### src/design/uart_regs_cfg.svh
// register addresses, field positions, reset values and counts of the port
`ifndef UART_REGS_CFG_SVH
`define UART_REGS_CFG_SVH

`define ADDR_DATA       3'h0
`define ADDR_MASK       3'h1
`define ADDR_STATUS     3'h2
`define ADDR_LINE_FMT   3'h3
`define ADDR_MODEM_CTL  3'h4
`define ADDR_LINE_STAT  3'h5
`define ADDR_MODEM_STAT 3'h6
`define ADDR_SCRATCH    3'h7

`define LCR_DIV_BIT     7
`define LCR_ENH_VALUE   8'hbf
`define EFR_ENH_BIT     4
`define FCR_EN_BIT      0
`define FCR_RXRST_BIT   1
`define FCR_TXRST_BIT   2
`define FCR_TRIG_MSB    7
`define FCR_TRIG_LSB    6
`define IER_RXD_BIT     0
`define IER_TXE_BIT     1
`define IER_RLS_BIT     2
`define IER_MS_BIT      3
`define MCR_DTR_BIT     0
`define MCR_RTS_BIT     1
`define MCR_LOOP_BIT    4

`define IER_ENH_MASK    8'hf0
`define FCR_ENH_MASK    8'h30
`define MCR_ENH_MASK    8'he4
`define IER_BASE_MASK   8'h0f
`define FCR_BASE_MASK   8'hcf
`define MCR_BASE_MASK   8'h1b

`define RST_BYTE        8'h00
`define ZERO_DIV        8'h00

`define RX_DEPTH        16
`define RX_PTR_W        4
`define RX_CNT_W        5
`define RX_ONE          5'h01
`define RX_FULL         5'h10
`define TRIG_LEVEL_0    5'h01
`define TRIG_LEVEL_1    5'h04
`define TRIG_LEVEL_2    5'h08
`define TRIG_LEVEL_3    5'h0e

`endif

### src/design/uart_regs_pkg.sv
// shared types of the serial port register file
package uart_regs_pkg;

  // low nibble of the interrupt status byte, per source
  typedef enum logic [3:0] {
    SRC_NONE  = 4'b0001,
    SRC_LINE  = 4'b0110,
    SRC_RXD   = 4'b0100,
    SRC_TXE   = 4'b0010,
    SRC_MODEM = 4'b0000
  } irq_source_type;

  typedef logic [7:0]  byte_type;
  typedef logic [15:0] divisor_type;

endpackage

### src/design/rate_if.sv
// link between the register file and the bit-rate generator
`timescale 1ns/1ps
`default_nettype none

interface rate_if;
  import uart_regs_pkg::*;
  divisor_type divisor;
  logic        tick;

  modport gen  (input divisor, output tick);
  modport user (output divisor, input tick);
endinterface

`default_nettype wire

### src/design/rate_generator.sv
// 16-bit divisor counter producing the transmitter rate enable
`timescale 1ns/1ps
`default_nettype none

module rate_generator
  import uart_regs_pkg::*;
(
  // clock and reset
  input  wire logic clk_i,
  input  wire logic rst_i,
  // divisor in, tick out
  rate_if.gen       rate
);

  divisor_type cnt_q;
  logic        tick_q;

  // a zero divisor parks the counter; a shrunk divisor wraps at once
  always_ff @(posedge clk_i) begin
    if (rst_i) begin
      cnt_q  <= '0;
      tick_q <= 1'b0;
    end else if (rate.divisor == '0) begin
      cnt_q  <= '0;
      tick_q <= 1'b0;
    end else if (cnt_q >= rate.divisor - 16'h0001) begin
      cnt_q  <= '0;
      tick_q <= 1'b1;
    end else begin
      cnt_q  <= cnt_q + 16'h0001;
      tick_q <= 1'b0;
    end
  end

  assign rate.tick = tick_q;

endmodule

`default_nettype wire

### src/design/uart_regs_top.sv
// host register file, receive queue and rate generator of the serial port
`timescale 1ns/1ps
`default_nettype none
`include "uart_regs_cfg.svh"

module uart_regs_top
  import uart_regs_pkg::*;
#(
  parameter byte_type REV_CODE   = 8'h5a, // arbitrary value
  parameter byte_type IDENT_CODE = 8'h3c  // arbitrary value
) (
  // clock and reset
  input  wire logic        clk_i,
  input  wire logic        rst_i,
  // host parallel bus pins
  input  wire logic        cs_n_i,
  input  wire logic        rd_n_i,
  input  wire logic        wr_n_i,
  input  wire logic [2:0]  addr_i,
  input  wire logic [7:0]  data_i,
  output logic      [7:0]  data_o,
  output logic             data_oe_o,
  output logic             irq_o,
  // modem pins, active low
  input  wire logic        cts_n_i,
  input  wire logic        dsr_n_i,
  input  wire logic        ri_n_i,
  input  wire logic        cd_n_i,
  output logic             dtr_n_o,
  output logic             rts_n_o,
  // receive shifter side
  input  wire logic [7:0]  rx_char_i,
  input  wire logic        rx_valid_i,
  // transmit shifter side
  output logic [7:0]       tx_char_o,
  output logic             tx_valid_o,
  input  wire logic        tx_taken_i,
  input  wire logic        tx_idle_i,
  output logic             rate_tick_o,
  // line setup for the shifters and flow control
  output logic [7:0]       line_format_o,
  output logic             loopback_o,
  output logic [7:0]       enh_feature_o,
  output logic [31:0]      flow_chars_o
);

  // pin synchronisers
  logic [16:0] pin_raw;
  logic [16:0] sync1_q;
  logic [16:0] sync2_q;
  logic [1:0]  strobe_prev_q;
  logic [3:0]  modem_prev_q;

  assign pin_raw = {~cd_n_i, ~ri_n_i, ~dsr_n_i, ~cts_n_i,
                    data_i, addr_i, ~(cs_n_i | rd_n_i), ~(cs_n_i | wr_n_i)};

  always_ff @(posedge clk_i) begin
    if (rst_i) begin
      sync1_q <= '0;
      sync2_q <= '0;
    end else begin
      sync1_q <= pin_raw;
      sync2_q <= sync1_q;
    end
  end

  logic       rd_act;
  logic       wr_act;
  logic [2:0] bus_addr;
  byte_type   bus_data;
  logic [3:0] modem_in;
  logic       rd_start;
  logic       rd_end;
  logic       wr_start;

  assign wr_act   = sync2_q[0];
  assign rd_act   = sync2_q[1];
  assign bus_addr = sync2_q[4:2];
  assign bus_data = sync2_q[12:5];
  assign modem_in = sync2_q[16:13];
  assign rd_start = rd_act & ~strobe_prev_q[1];
  assign rd_end   = ~rd_act & strobe_prev_q[1];
  assign wr_start = wr_act & ~strobe_prev_q[0];

  always_ff @(posedge clk_i) begin
    if (rst_i) begin
      strobe_prev_q <= '0;
      modem_prev_q  <= '0;
    end else begin
      strobe_prev_q <= {rd_act, wr_act};
      modem_prev_q  <= modem_in;
    end
  end

  // control registers
  byte_type lcr_q;
  byte_type ier_q;
  byte_type fcr_q;
  byte_type mcr_q;
  byte_type spr_q;
  byte_type efr_q;
  byte_type dll_q;
  byte_type dlm_q;
  byte_type resume_char_one_q;
  byte_type resume_char_two_q;
  byte_type pause_char_one_q;
  byte_type pause_char_two_q;

  logic div_bank;
  logic enh_bank;
  logic enh_on;
  logic ident_sel;
  logic fifo_en;
  byte_type ier_wmask;
  byte_type fcr_wmask;
  byte_type mcr_wmask;

  assign div_bank  = lcr_q[`LCR_DIV_BIT];
  assign enh_bank  = (lcr_q == `LCR_ENH_VALUE);
  assign enh_on    = efr_q[`EFR_ENH_BIT];
  assign ident_sel = div_bank & (dll_q == `ZERO_DIV)
                   & (dlm_q == `ZERO_DIV);
  assign fifo_en   = fcr_q[`FCR_EN_BIT];
  // extended bits only take writes while the enhanced feature bit is set
  assign ier_wmask = enh_on ? (`IER_BASE_MASK | `IER_ENH_MASK)
                            : `IER_BASE_MASK;
  assign fcr_wmask = enh_on ? (`FCR_BASE_MASK | `FCR_ENH_MASK)
                            : `FCR_BASE_MASK;
  assign mcr_wmask = enh_on ? (`MCR_BASE_MASK | `MCR_ENH_MASK)
                            : `MCR_BASE_MASK;

  logic wr_data_reg;
  logic wr_fcr;

  assign wr_data_reg = wr_start & (bus_addr == `ADDR_DATA) & ~div_bank;
  // queue setup bits are ignored unless the same write keeps the enable set
  assign wr_fcr = wr_start & (bus_addr == `ADDR_STATUS) & ~enh_bank;

  always_ff @(posedge clk_i) begin
    if (rst_i) begin
      lcr_q   <= `RST_BYTE;
      ier_q   <= `RST_BYTE;
      fcr_q   <= `RST_BYTE;
      mcr_q   <= `RST_BYTE;
      spr_q   <= `RST_BYTE;
      efr_q   <= `RST_BYTE;
      dll_q   <= `RST_BYTE;
      dlm_q   <= `RST_BYTE;
      resume_char_one_q  <= `RST_BYTE;
      resume_char_two_q  <= `RST_BYTE;
      pause_char_one_q <= `RST_BYTE;
      pause_char_two_q <= `RST_BYTE;
    end else if (wr_start) begin
      unique case (bus_addr)
        `ADDR_DATA: begin
          if (div_bank) dll_q <= bus_data;
        end
        `ADDR_MASK: begin
          if (div_bank) dlm_q <= bus_data;
          else ier_q <= bus_data & ier_wmask;
        end
        `ADDR_STATUS: begin
          if (enh_bank) efr_q <= bus_data;
          else if (bus_data[`FCR_EN_BIT]) fcr_q <= bus_data & fcr_wmask;
          else fcr_q <= `RST_BYTE;
        end
        `ADDR_LINE_FMT: lcr_q <= bus_data;
        `ADDR_MODEM_CTL: begin
          if (enh_bank) resume_char_one_q <= bus_data;
          else mcr_q <= bus_data & mcr_wmask;
        end
        `ADDR_LINE_STAT: begin
          if (enh_bank) resume_char_two_q <= bus_data;
        end
        `ADDR_MODEM_STAT: begin
          if (enh_bank) pause_char_one_q <= bus_data;
        end
        `ADDR_SCRATCH: begin
          if (enh_bank) pause_char_two_q <= bus_data;
          else spr_q <= bus_data;
        end
      endcase
    end
  end

  // receive queue
  byte_type                rx_mem [`RX_DEPTH];
  logic [`RX_PTR_W-1:0]    rx_wp_q;
  logic [`RX_PTR_W-1:0]    rx_rp_q;
  logic [`RX_CNT_W-1:0]    rx_cnt_q;
  logic [`RX_CNT_W-1:0]    rx_cap;
  logic [`RX_CNT_W-1:0]    rx_trig;
  logic                    rx_flush;
  logic                    rx_push;
  logic                    rx_pop;
  logic                    rx_overrun_ev;
  logic                    pop_pend_q;

  // without the queue enabled it acts as a single holding byte
  assign rx_cap  = fifo_en ? `RX_FULL : `RX_ONE;
  assign rx_flush = wr_fcr & (~bus_data[`FCR_EN_BIT]
                  | bus_data[`FCR_RXRST_BIT]);
  assign rx_push  = rx_valid_i & (rx_cnt_q < rx_cap);
  assign rx_overrun_ev = rx_valid_i & (rx_cnt_q >= rx_cap);
  assign rx_pop   = rd_end & pop_pend_q & (rx_cnt_q != '0);

  always_comb begin
    unique case (fcr_q[`FCR_TRIG_MSB:`FCR_TRIG_LSB])
      2'h0: rx_trig = `TRIG_LEVEL_0;
      2'h1: rx_trig = `TRIG_LEVEL_1;
      2'h2: rx_trig = `TRIG_LEVEL_2;
      2'h3: rx_trig = `TRIG_LEVEL_3;
    endcase
  end

  always_ff @(posedge clk_i) begin
    if (rx_push) rx_mem[rx_wp_q] <= rx_char_i;
  end

  always_ff @(posedge clk_i) begin
    if (rst_i || rx_flush) begin
      rx_wp_q  <= '0;
      rx_rp_q  <= '0;
      rx_cnt_q <= '0;
    end else begin
      if (rx_push) rx_wp_q <= rx_wp_q + 4'h1;
      if (rx_pop) rx_rp_q <= rx_rp_q + 4'h1;
      unique case ({rx_push, rx_pop})
        2'b10:   rx_cnt_q <= rx_cnt_q + `RX_ONE;
        2'b01:   rx_cnt_q <= rx_cnt_q - `RX_ONE;
        default: rx_cnt_q <= rx_cnt_q;
      endcase
    end
  end

  // transmit holding
  byte_type thr_q;
  logic     thr_full_q;
  logic     tx_flush;

  assign tx_flush = wr_fcr & bus_data[`FCR_EN_BIT]
                  & bus_data[`FCR_TXRST_BIT];

  always_ff @(posedge clk_i) begin
    if (rst_i) begin
      thr_q <= `RST_BYTE;
    end else if (wr_data_reg) begin
      thr_q <= bus_data;
    end
  end

  // a host write in the same cycle as the shifter takes wins
  always_ff @(posedge clk_i) begin
    if (rst_i) begin
      thr_full_q <= 1'b0;
    end else if (wr_data_reg) begin
      thr_full_q <= 1'b1;
    end else if (tx_taken_i || tx_flush) begin
      thr_full_q <= 1'b0;
    end
  end

  // status flags
  logic       overrun_q;
  logic       txe_flag_q;
  logic [3:0] delta_q;
  logic       lsr_rd_q;
  logic       msr_rd_q;
  logic       isr_txe_rd_q;
  logic       txe_ev;

  assign txe_ev = (tx_taken_i & thr_full_q & ~wr_data_reg)
                | (wr_start & (bus_addr == `ADDR_MASK) & ~div_bank
                   & bus_data[`IER_TXE_BIT] & ~ier_q[`IER_TXE_BIT]
                   & ~thr_full_q);

  always_ff @(posedge clk_i) begin
    if (rst_i) begin
      overrun_q <= 1'b0;
    end else if (rx_overrun_ev) begin
      overrun_q <= 1'b1;
    end else if (rd_end && lsr_rd_q) begin
      overrun_q <= 1'b0;
    end
  end

  always_ff @(posedge clk_i) begin
    if (rst_i) begin
      txe_flag_q <= 1'b0;
    end else if (txe_ev) begin
      txe_flag_q <= 1'b1;
    end else if (wr_data_reg || (rd_end && isr_txe_rd_q)) begin
      txe_flag_q <= 1'b0;
    end
  end

  always_ff @(posedge clk_i) begin
    if (rst_i) begin
      delta_q <= '0;
    end else begin
      delta_q <= ((rd_end && msr_rd_q) ? 4'h0 : delta_q)
               | (modem_in ^ modem_prev_q);
    end
  end

  // interrupt source selection
  logic           rx_level_hit;
  irq_source_type src;
  byte_type       isr_val;
  byte_type       lsr_val;
  byte_type       msr_val;

  // queue mode uses the trigger; single-byte mode any character
  assign rx_level_hit = fifo_en ? (rx_cnt_q >= rx_trig)
                                : (rx_cnt_q != '0);

  always_comb begin
    if (ier_q[`IER_RLS_BIT] && overrun_q) begin
      src = SRC_LINE;
    end else if (ier_q[`IER_RXD_BIT] && rx_level_hit) begin
      src = SRC_RXD;
    end else if (ier_q[`IER_TXE_BIT] && txe_flag_q) begin
      src = SRC_TXE;
    end else if (ier_q[`IER_MS_BIT] && (delta_q != '0)) begin
      src = SRC_MODEM;
    end else begin
      src = SRC_NONE;
    end
  end

  assign isr_val = {fifo_en, fifo_en, 2'b00, src};
  assign lsr_val = {1'b0, thr_full_q ? 1'b0 : tx_idle_i, ~thr_full_q,
                    3'b000, overrun_q, rx_cnt_q != '0};
  assign msr_val = {modem_in[3], modem_in[2], modem_in[1], modem_in[0],
                    delta_q[3], delta_q[2], delta_q[1], delta_q[0]};

  // read path
  byte_type rd_mux;
  byte_type rd_data_q;
  logic     rd_oe_q;

  always_comb begin
    unique case (bus_addr)
      `ADDR_DATA: begin
        if (ident_sel) rd_mux = REV_CODE;
        else if (div_bank) rd_mux = dll_q;
        else rd_mux = rx_mem[rx_rp_q];
      end
      `ADDR_MASK: begin
        if (ident_sel) rd_mux = IDENT_CODE;
        else if (div_bank) rd_mux = dlm_q;
        else rd_mux = ier_q;
      end
      `ADDR_STATUS:     rd_mux = enh_bank ? efr_q : isr_val;
      `ADDR_LINE_FMT:   rd_mux = lcr_q;
      `ADDR_MODEM_CTL:  rd_mux = enh_bank ? `RST_BYTE : mcr_q;
      `ADDR_LINE_STAT:  rd_mux = lsr_val;
      `ADDR_MODEM_STAT: rd_mux = msr_val;
      `ADDR_SCRATCH:    rd_mux = enh_bank ? `RST_BYTE : spr_q;
    endcase
  end

  // data and side effects are fixed at the start of the read strobe
  always_ff @(posedge clk_i) begin
    if (rst_i) begin
      rd_data_q    <= `RST_BYTE;
      rd_oe_q      <= 1'b0;
      pop_pend_q   <= 1'b0;
      lsr_rd_q     <= 1'b0;
      msr_rd_q     <= 1'b0;
      isr_txe_rd_q <= 1'b0;
    end else if (rd_start) begin
      rd_data_q    <= rd_mux;
      rd_oe_q      <= 1'b1;
      pop_pend_q   <= (bus_addr == `ADDR_DATA) & ~div_bank;
      lsr_rd_q     <= (bus_addr == `ADDR_LINE_STAT);
      msr_rd_q     <= (bus_addr == `ADDR_MODEM_STAT);
      isr_txe_rd_q <= (bus_addr == `ADDR_STATUS) & ~enh_bank
                    & (src == SRC_TXE);
    end else if (rd_end) begin
      rd_oe_q      <= 1'b0;
      pop_pend_q   <= 1'b0;
      lsr_rd_q     <= 1'b0;
      msr_rd_q     <= 1'b0;
      isr_txe_rd_q <= 1'b0;
    end
  end

  // rate generator
  rate_if rate ();

  assign rate.divisor = {dlm_q, dll_q};

  rate_generator u_rate (
    .clk_i (clk_i),
    .rst_i (rst_i),
    .rate  (rate)
  );

  // outputs
  assign data_o        = rd_data_q;
  assign data_oe_o     = rd_oe_q;
  assign irq_o         = (src != SRC_NONE);
  assign dtr_n_o       = ~mcr_q[`MCR_DTR_BIT];
  assign rts_n_o       = ~mcr_q[`MCR_RTS_BIT];
  assign tx_char_o     = thr_q;
  assign tx_valid_o    = thr_full_q;
  assign rate_tick_o   = rate.tick;
  assign line_format_o = lcr_q;
  assign loopback_o    = mcr_q[`MCR_LOOP_BIT];
  assign enh_feature_o = efr_q;
  assign flow_chars_o  = {pause_char_two_q, pause_char_one_q, resume_char_two_q, resume_char_one_q};

endmodule

`default_nettype wire

### config.mk
export PLATFORM = sky130hd
export DESIGN_NAME = uart_regs_top
export DESIGN_NICKNAME = d
export VERILOG_FILES = /design/src/design/uart_regs_pkg.sv /design/src/design/rate_if.sv /design/src/design/rate_generator.sv /design/src/design/uart_regs_top.sv
export VERILOG_INCLUDE_DIRS = /design/src /design/src/design
export SDC_FILE = /design/constraint.sdc
export NUM_CORES = 1
export LEC_CHECK = 0
export ABC_AREA = 1
export BUFFER_PORTS_ARGS = -buffer_cell sky130_fd_sc_hd__buf_2
export CAP_MARGIN = 20
export CELL_PAD_IN_SITES_DETAIL_PLACEMENT = 0
export CELL_PAD_IN_SITES_GLOBAL_PLACEMENT = 2
export CORE_ASPECT_RATIO = 1.25
export CORE_MARGIN = 8
export CORE_UTILIZATION = 33
export CTS_CLUSTER_SIZE = 24
export DETAILED_ROUTE_END_ITERATION = 7
export PLACE_DENSITY_LB_ADDON = 0.05
export SLEW_MARGIN = 20
export SYNTH_ARGS = -nofsm -noshare
export SYNTH_HDL_FRONTEND = slang
export SYNTH_SLANG_ARGS = --single-unit
### constraint.sdc
create_clock -name clk_i -period 2.35 [get_ports clk_i]
set_input_delay 0.705 -clock clk_i [delete_from_list [all_inputs] [get_ports clk_i]]
set_output_delay 0.705 -clock clk_i [all_outputs]
set_load 0.005 [all_outputs]
==> metrics.txt, run 1 <==
setup violators final 18; H-tree depth 2; Final WS setup -0.151 ns; Die Wd about 200 um; R2R cell count 13; Post-synth EDFFs 128; Max stage delay on crit path roughly 0.38 ns; area of the mapped netlist between 0.01 and 0.015 mm^2; failing checks negative setup slack; Slew Limit Fails 0; DRC Markers 0; pin count of the biggest net entering global routing slightly below 60; Cell variety after synth 47; RSZ-0062 raised after global routing yes; DIE AREA ~0.05 mm^2; Final period util 1.06; Initial Util 0.331; I/O pin cnt 102; worst-margin pin slew 0.778 ns; #FFs+latches synth roughly 320; largest cells by area after synthesis dfxtp_1 28%, edfxtp_1 28%, nor2_1 7.6%; sequential-to-total area share from yosys stat 0.558; total chip power ~13 mW; Final Net Count about 1800; Yosys warnings 0; total number of vias around 11000; Setup Skew ~0.024 ns; CP arrival between 1.5 and 2 ns; FMAX approximately 400 MHz; reg2reg end u_rate.cnt_q[14]; TritonCTS buffer count 36; Leakage slightly above 7 nW; clock root buffer clkbuf_16; Worst-path clk slew roughly 0.060 ns; vias per std cell roughly 4.7; DRT antenna net count 0; crit path max fanout 4; port bufs approximately 100; type of the worst setup path reg -> out; drt total wl 42600 um; Die Ht ~240 um; worst hold path type in -> reg; remaining global-route overflow 0; row count 84; Overall Global Routing Usage 0.175; Synthesized Nets about 1700; first-pass GRT wire length 65300 um; Starting DRT DRC Count 448; area leader, netlist dfxtp_1; Placed Area around 0.016 mm^2; Main synth FF type dfxtp_1; Clock Sinks around 320; Hold Fails Final Rpt 0; critical path startpoint category register; top cells by count, synth 279 x nor2_1, 250 x nand2_1, 193 x dfxtp_1; Syn Inst Count approximately 1600; dpl hpwl about 30000 um; CP endpoint kind primary output; CP required ~1.6 ns; Placer Congestion between 0.7 and 0.8; layout cells sized above 1 0.216; Crit-path slowest cell dfxtp_4; CTS tree yes; Avg Synthesized Cell Area between 8 and 9 um^2; Clock Latency Late Sink approximately 0.54 ns; initial antenna violation count 0; Async S/R FF share, synth 0; crit path to irq_o; Worst Setup SP fcr_q[6]; pwr/cell area about 740 mW/mm^2; core area ~0.042 mm^2; r2r setup slk -0.11 ns; Syn-to-layout area delta 24.5%; Crit. path cell count 8; Synth top area share 0.280; Worst Path Buf+Inv 2; min Tclk post-route roughly 2.5 ns; CTS Buffer Depth 3; status finished, violations left; vias in the first global route ~11000; CP cell instances inv_2, ha_4, a21boi_2, nand2_1, nand3_2, nand2_2, nand3_4, buf_6; Layout Cell Area excl Fill 0.0172 mm^2; Reg-to-Reg Start dll_q[3]; Ant. Diodes 0; Max-Cap Viols 0; final setup TNS -1.62 ns; DRT Pass-1 Iters 5; wire per inst about 18 um; Slew Limit Headroom 0.481; CP delay by family, top flip-flops; peak supply drop around 0.00039 V; most instantiated library cell after synthesis nor2_1
==> sequential cells by signal (all words and copies together), names as in the netlist, 16 cells and up, named ones only <==
signal	count
sync2_q	17
sync1_q	17
rx_mem	128
u_rate.cnt_q	16
==> cells by family (layout without fill, tap and decap cells) <==
kind of cell	Yosys count	in the layout	synth area share
AOI/OAI and AO/OA	266	266	0.103
xor gates and xnor gates	27	27	0.0171
and+or+nand+nor	710	710	0.221
muxes	1	1	0.000725
DFF	321	321	0.558
buffers and inverters	229	437	0.0672
adders and majority gates	36	36	0.0332
==> cells in the final DEF, fill, tap and decap left out, types with 7 or more instances in the layout <==
master	netlist	layout
a21oi_1	93	91
buf_12	0	8
buf_2	17	100
buf_4	6	93
clkbuf_1	33	10
clkbuf_16	0	38
dfxtp_1	193	180
dfxtp_2	0	9
edfxtp_1	128	128
ha_1	35	24
ha_4	0	10
inv_1	150	140
inv_2	12	20
nand2_1	250	241
nand2_2	7	16
nand3_1	123	114
nand3_2	5	13
nand4_1	8	8
nor2_1	279	260
nor2_2	4	20
nor3_1	14	9
o211ai_1	14	14
o21ai_0	129	127
o21ai_1	6	7
o22ai_1	9	9
xor2_1	22	22
==> metrics by stage <==
stage          hold slack, ns  worst slack (ns)   util  cells
6_report                0.322            -0.151  0.412   2357
5_1_grt                 0.301            -0.296  0.412   2357
4_1_cts                 0.295            -0.234  0.404   2351
3_5_place_dp            0.394            -0.155  0.372   2277
3_3_place_gp            0.390           -0.0709  0.372   2277
2_1_floorplan           0.388           0.00763      -   1590
==> per-layer routing <==
| layer | vias up | track usage | share of wire |
|---|---|---|---|
| li1 | 5613 | - | - |
| met1 | 5165 | 0.206 | 0.43 |
| met2 | 149 | 0.319 | 0.51 |
| met3 | 59 | 0.0303 | 0.033 |
| met4 | 0 | 0.0535 | 0.026 |
| met5 | - | 0 | 0 |
==> how the worst min path moves through the flow <==
stage	slack [ns]	from	endpoint	depth (start not counted)
after floorplan	0.39	sync1_q[0]	sync2_q[0]	2
after global placement	0.39	sync1_q[0]	sync2_q[0]	2
after detailed placement	0.39	sync1_q[13]	sync2_q[13]	2
after CTS	0.29	cts_n_i	sync1_q[13]	2
after global routing	0.30	cts_n_i	sync1_q[13]	2
final	0.32	cts_n_i	sync1_q[13]	2
==> repair_timing <==
| item | in CTS | in global routing |
|---|---|---|
| cloned | 0 | 1 |
| setup endpoints to repair | 19 | 19 |
| gates resized for setup | 27 | 70 |
| hold buffers | 0 | 0 |
| setup buffers | 10 | 5 |
| pin swaps | 6 | 17 |
==> where the power goes <==
group	leakage, nW	switching (mW)	internal [mW]	total, mW
sequential	2.73	0.112	5.94	6.06
combinational	3.82	0.609	0.417	1.03
clock	0.564	2.28	3.31	5.59
total	7.11	3.00	9.68	12.7
==> worst reg2reg max path: cells and delay by family, from the launching register on <==
family	cells	cell delay, ns
compound gates	3	0.44
xor+xnor	1	0.19
fa+ha+maj	1	0.27
buf+inv	1	0.20
flops	1	0.34
simple gates	7	0.97
==> layout make-up <==
type	count	area (um^2)
Clock buffer	53	1050
Timing Repair Buffer	206	1430
Tap cell	559	699
Inverter	167	633
Multi-Input combinational cell	1040	5520
Sequential cell	321	7730
Fill cell	4325	24500
Clock inverter	11	120
No activity file was read; power rests on OpenSTA's default activity.
==> run 2: changes to the inputs <==
--- a/config.mk
+++ b/config.mk
@@ -16,7 +16,7 @@
 export CORE_UTILIZATION = 33
 export CTS_CLUSTER_SIZE = 24
 export DETAILED_ROUTE_END_ITERATION = 7
-export PLACE_DENSITY_LB_ADDON = 0.05
+export PLACE_DENSITY = 0.81
 export SLEW_MARGIN = 20
 export SYNTH_ARGS = -nofsm -noshare
 export SYNTH_HDL_FRONTEND = slang
==> run 2 against run 1 <==
The flow still finishes with violations (negative setup slack). Via count increased by 0.31%. Clock-buffer cell count down 5. Non-clock buffer count decreased by 5. Hold slack improved by 0.0027 ns. Clock skew up 0.0083 ns. Combinational power down 5%. Power increased by 0.80%. Flip-flop and latch count is the same. Setup slack better by 0.00064 ns. Final area grew 0.13%. Final cell count decreased by 0.25%. Sequential power about the same. Largest power group unchanged.
==> metrics.txt, run 2 (synthesis results as in run 1) <==
setup violators final 18; pwr/cell area about 740 mW/mm^2; Initial Util 0.331; port bufs a little over 100; Die Ht 245 um; CP endpoint kind primary output; Die Wd 199 um; CTS Buffer Depth 3; Reg-to-Reg Start dll_q[3]; failing checks negative setup slack; Setup Skew between 0.03 and 0.04 ns; Final period util 1.06; type of the worst setup path reg -> out; Hold Path Origin cts_n_i; Max stage delay on crit path 0.38 ns; Final WS setup -0.150 ns; Slew Limit Headroom 0.409; DIE AREA a little under 0.05 mm^2; Clock Sinks ~320; r2r setup slk -0.12 ns; row count 84; CP cell instances nand2_1, ha_4, inv_1, nor2_1, nand2_1, nand3_2, nand2_2, nand3_4, buf_6; I/O pin cnt slightly above 100; Starting DRT DRC Count 643; Ant. Diodes 0; Worst Path Buf+Inv 2; total chip power around 13 mW; R2R cell count 16; DRT antenna net count 0; TritonCTS buffer count 35; Worst Setup SP fcr_q[6]; worst hold path type in -> reg; reg2reg end u_rate.cnt_q[0]; drt total wl between 30000 and 40000 um; total number of vias approximately 11000; DRT Pass-1 Iters 5; critical path startpoint category register; FMAX 400 MHz; H-tree depth 2; Clock Latency Late Sink 0.53 ns; Syn-to-layout area delta 24.6%; fin util 0.412; wire per inst around 17 um; dpl hpwl 27000 um; Crit-path slowest cell dfxtp_4; Hold Fails Final Rpt 0; Overall Global Routing Usage 0.159; Worst-path clk slew around 0.06 ns; Placer Congestion about 0.81; first-pass GRT wire length slightly above 60000 um; largest register by flop count rx_mem; DRC Markers 0; Final Net Count about 1800; Slew Limit Fails 0; commonest non-fill, non-tap cell in the layout nor2_1; max reg flops 128; RSZ-0062 raised after global routing yes; core area ~0.042 mm^2; CP delay by family, top simple AND/OR/NAND/NOR gates; vias per std cell 4.69; worst-margin pin slew ~0.89 ns; min Tclk post-route about 2.5 ns; CP dominant cell by count nand2_1; most frequent cells in the layout 259 x nor2_1, 245 x nand2_1, 177 x dfxtp_1; # hold bufs at CTS 0; Top Registers rx_mem (128), sync1_q (17), sync2_q (17); Max-Cap Viols 0; worst hold path depth 2; CTS tree yes; initial antenna violation count 0; dpl ws -0.120 ns; Leakage roughly 7 nW; layout cells sized above 1 0.214; vias in the first global route around 11000; clock root buffer clkbuf_16; peak supply drop ~0.00053 V; final setup TNS -1.90 ns; CP arrival 1.80 ns; worst hold path endpoint sync1_q[13]; pin count of the biggest net entering global routing 70; status finished, violations left; CP required about 1.6 ns; crit path max fanout 4; remaining global-route overflow 0
-- run 2: cell types whose count changed in the layout (fill, tap and decap cells not counted), sizes merged --
cell      delta
clkinv       +5
bufinv       +2
buf          -5
inv          -1
clkbuf       -5
clkinvlp     -2
-- run 2: metrics by stage --
step | hold slack [ns] | std cells | instance area, um^2
floorplan | 0.388 | 1590 | 13900
global placement | 0.390 | 2267 | 15400
detailed placement | 0.392 | 2267 | 15400
CTS | 0.301 | 2339 | 16800
global route | 0.319 | 2351 | 17200
finish | 0.325 | 2351 | 17200
-- run 2: power by group --
group | internal (mW) | switching (mW)
Clock | 3.48 | 2.27
Combinational | 0.390 | 0.589
Sequential | 5.94 | 0.112
-- run 2: worst max path at each step --
stage,cells after the start,endpoint,slack (ns)
floorplan,16,u_rate.cnt_q[10],0.008
global placement,16,u_rate.cnt_q[11],-0.07
CTS,9,irq_o,-0.23
finish,9,irq_o,-0.15
global route,16,u_rate.cnt_q[15],-0.33
detailed placement,16,u_rate.cnt_q[14],-0.12
-- run 2: worst register-to-register path, cell delays in order, from the launching register on --
cell	delay [ns]
dfxtp_2	0.35
nor2_4	0.13
nand3_4	0.09
nor3_4	0.14
nand3_2	0.14
nor2_4	0.13
nand3_2	0.07
xor2_1	0.15
ha_1	0.30
nand2_1	0.07
inv_1	0.06
nand3_2	0.10
nor3_4	0.16
nand3_2	0.13
nand4_4	0.12
clkbuf_16	0.17
nor2_1	0.04
-- run 2: metal layers --
layer	vias up	global-route usage	part of all wire
met2	202	0.280	0.50
met4	0	0.0520	0.028
met3	51	0.0292	0.046
met1	5172	0.192	0.42
met5	-	0	0
li1	5595	-	-
-- run 2: area by class of cell --
type                            instances  area [um^2]
Multi-Input combinational cell       1040         5550
Clock inverter                         15          201
Sequential cell                       321         7740
Inverter                              167          636
Tap cell                              559          699
Timing Repair Buffer                  201         1370
Fill cell                            4140        24500
Clock buffer                           48         1010
-- run 2: what timing repair did --
action,CTS,global route
cloned,0,1
resized for setup,26,78
endpoints found under the setup margin,20,21
buffers inserted,9,11
hold endpoints to repair,0,0
pin swaps,7,19
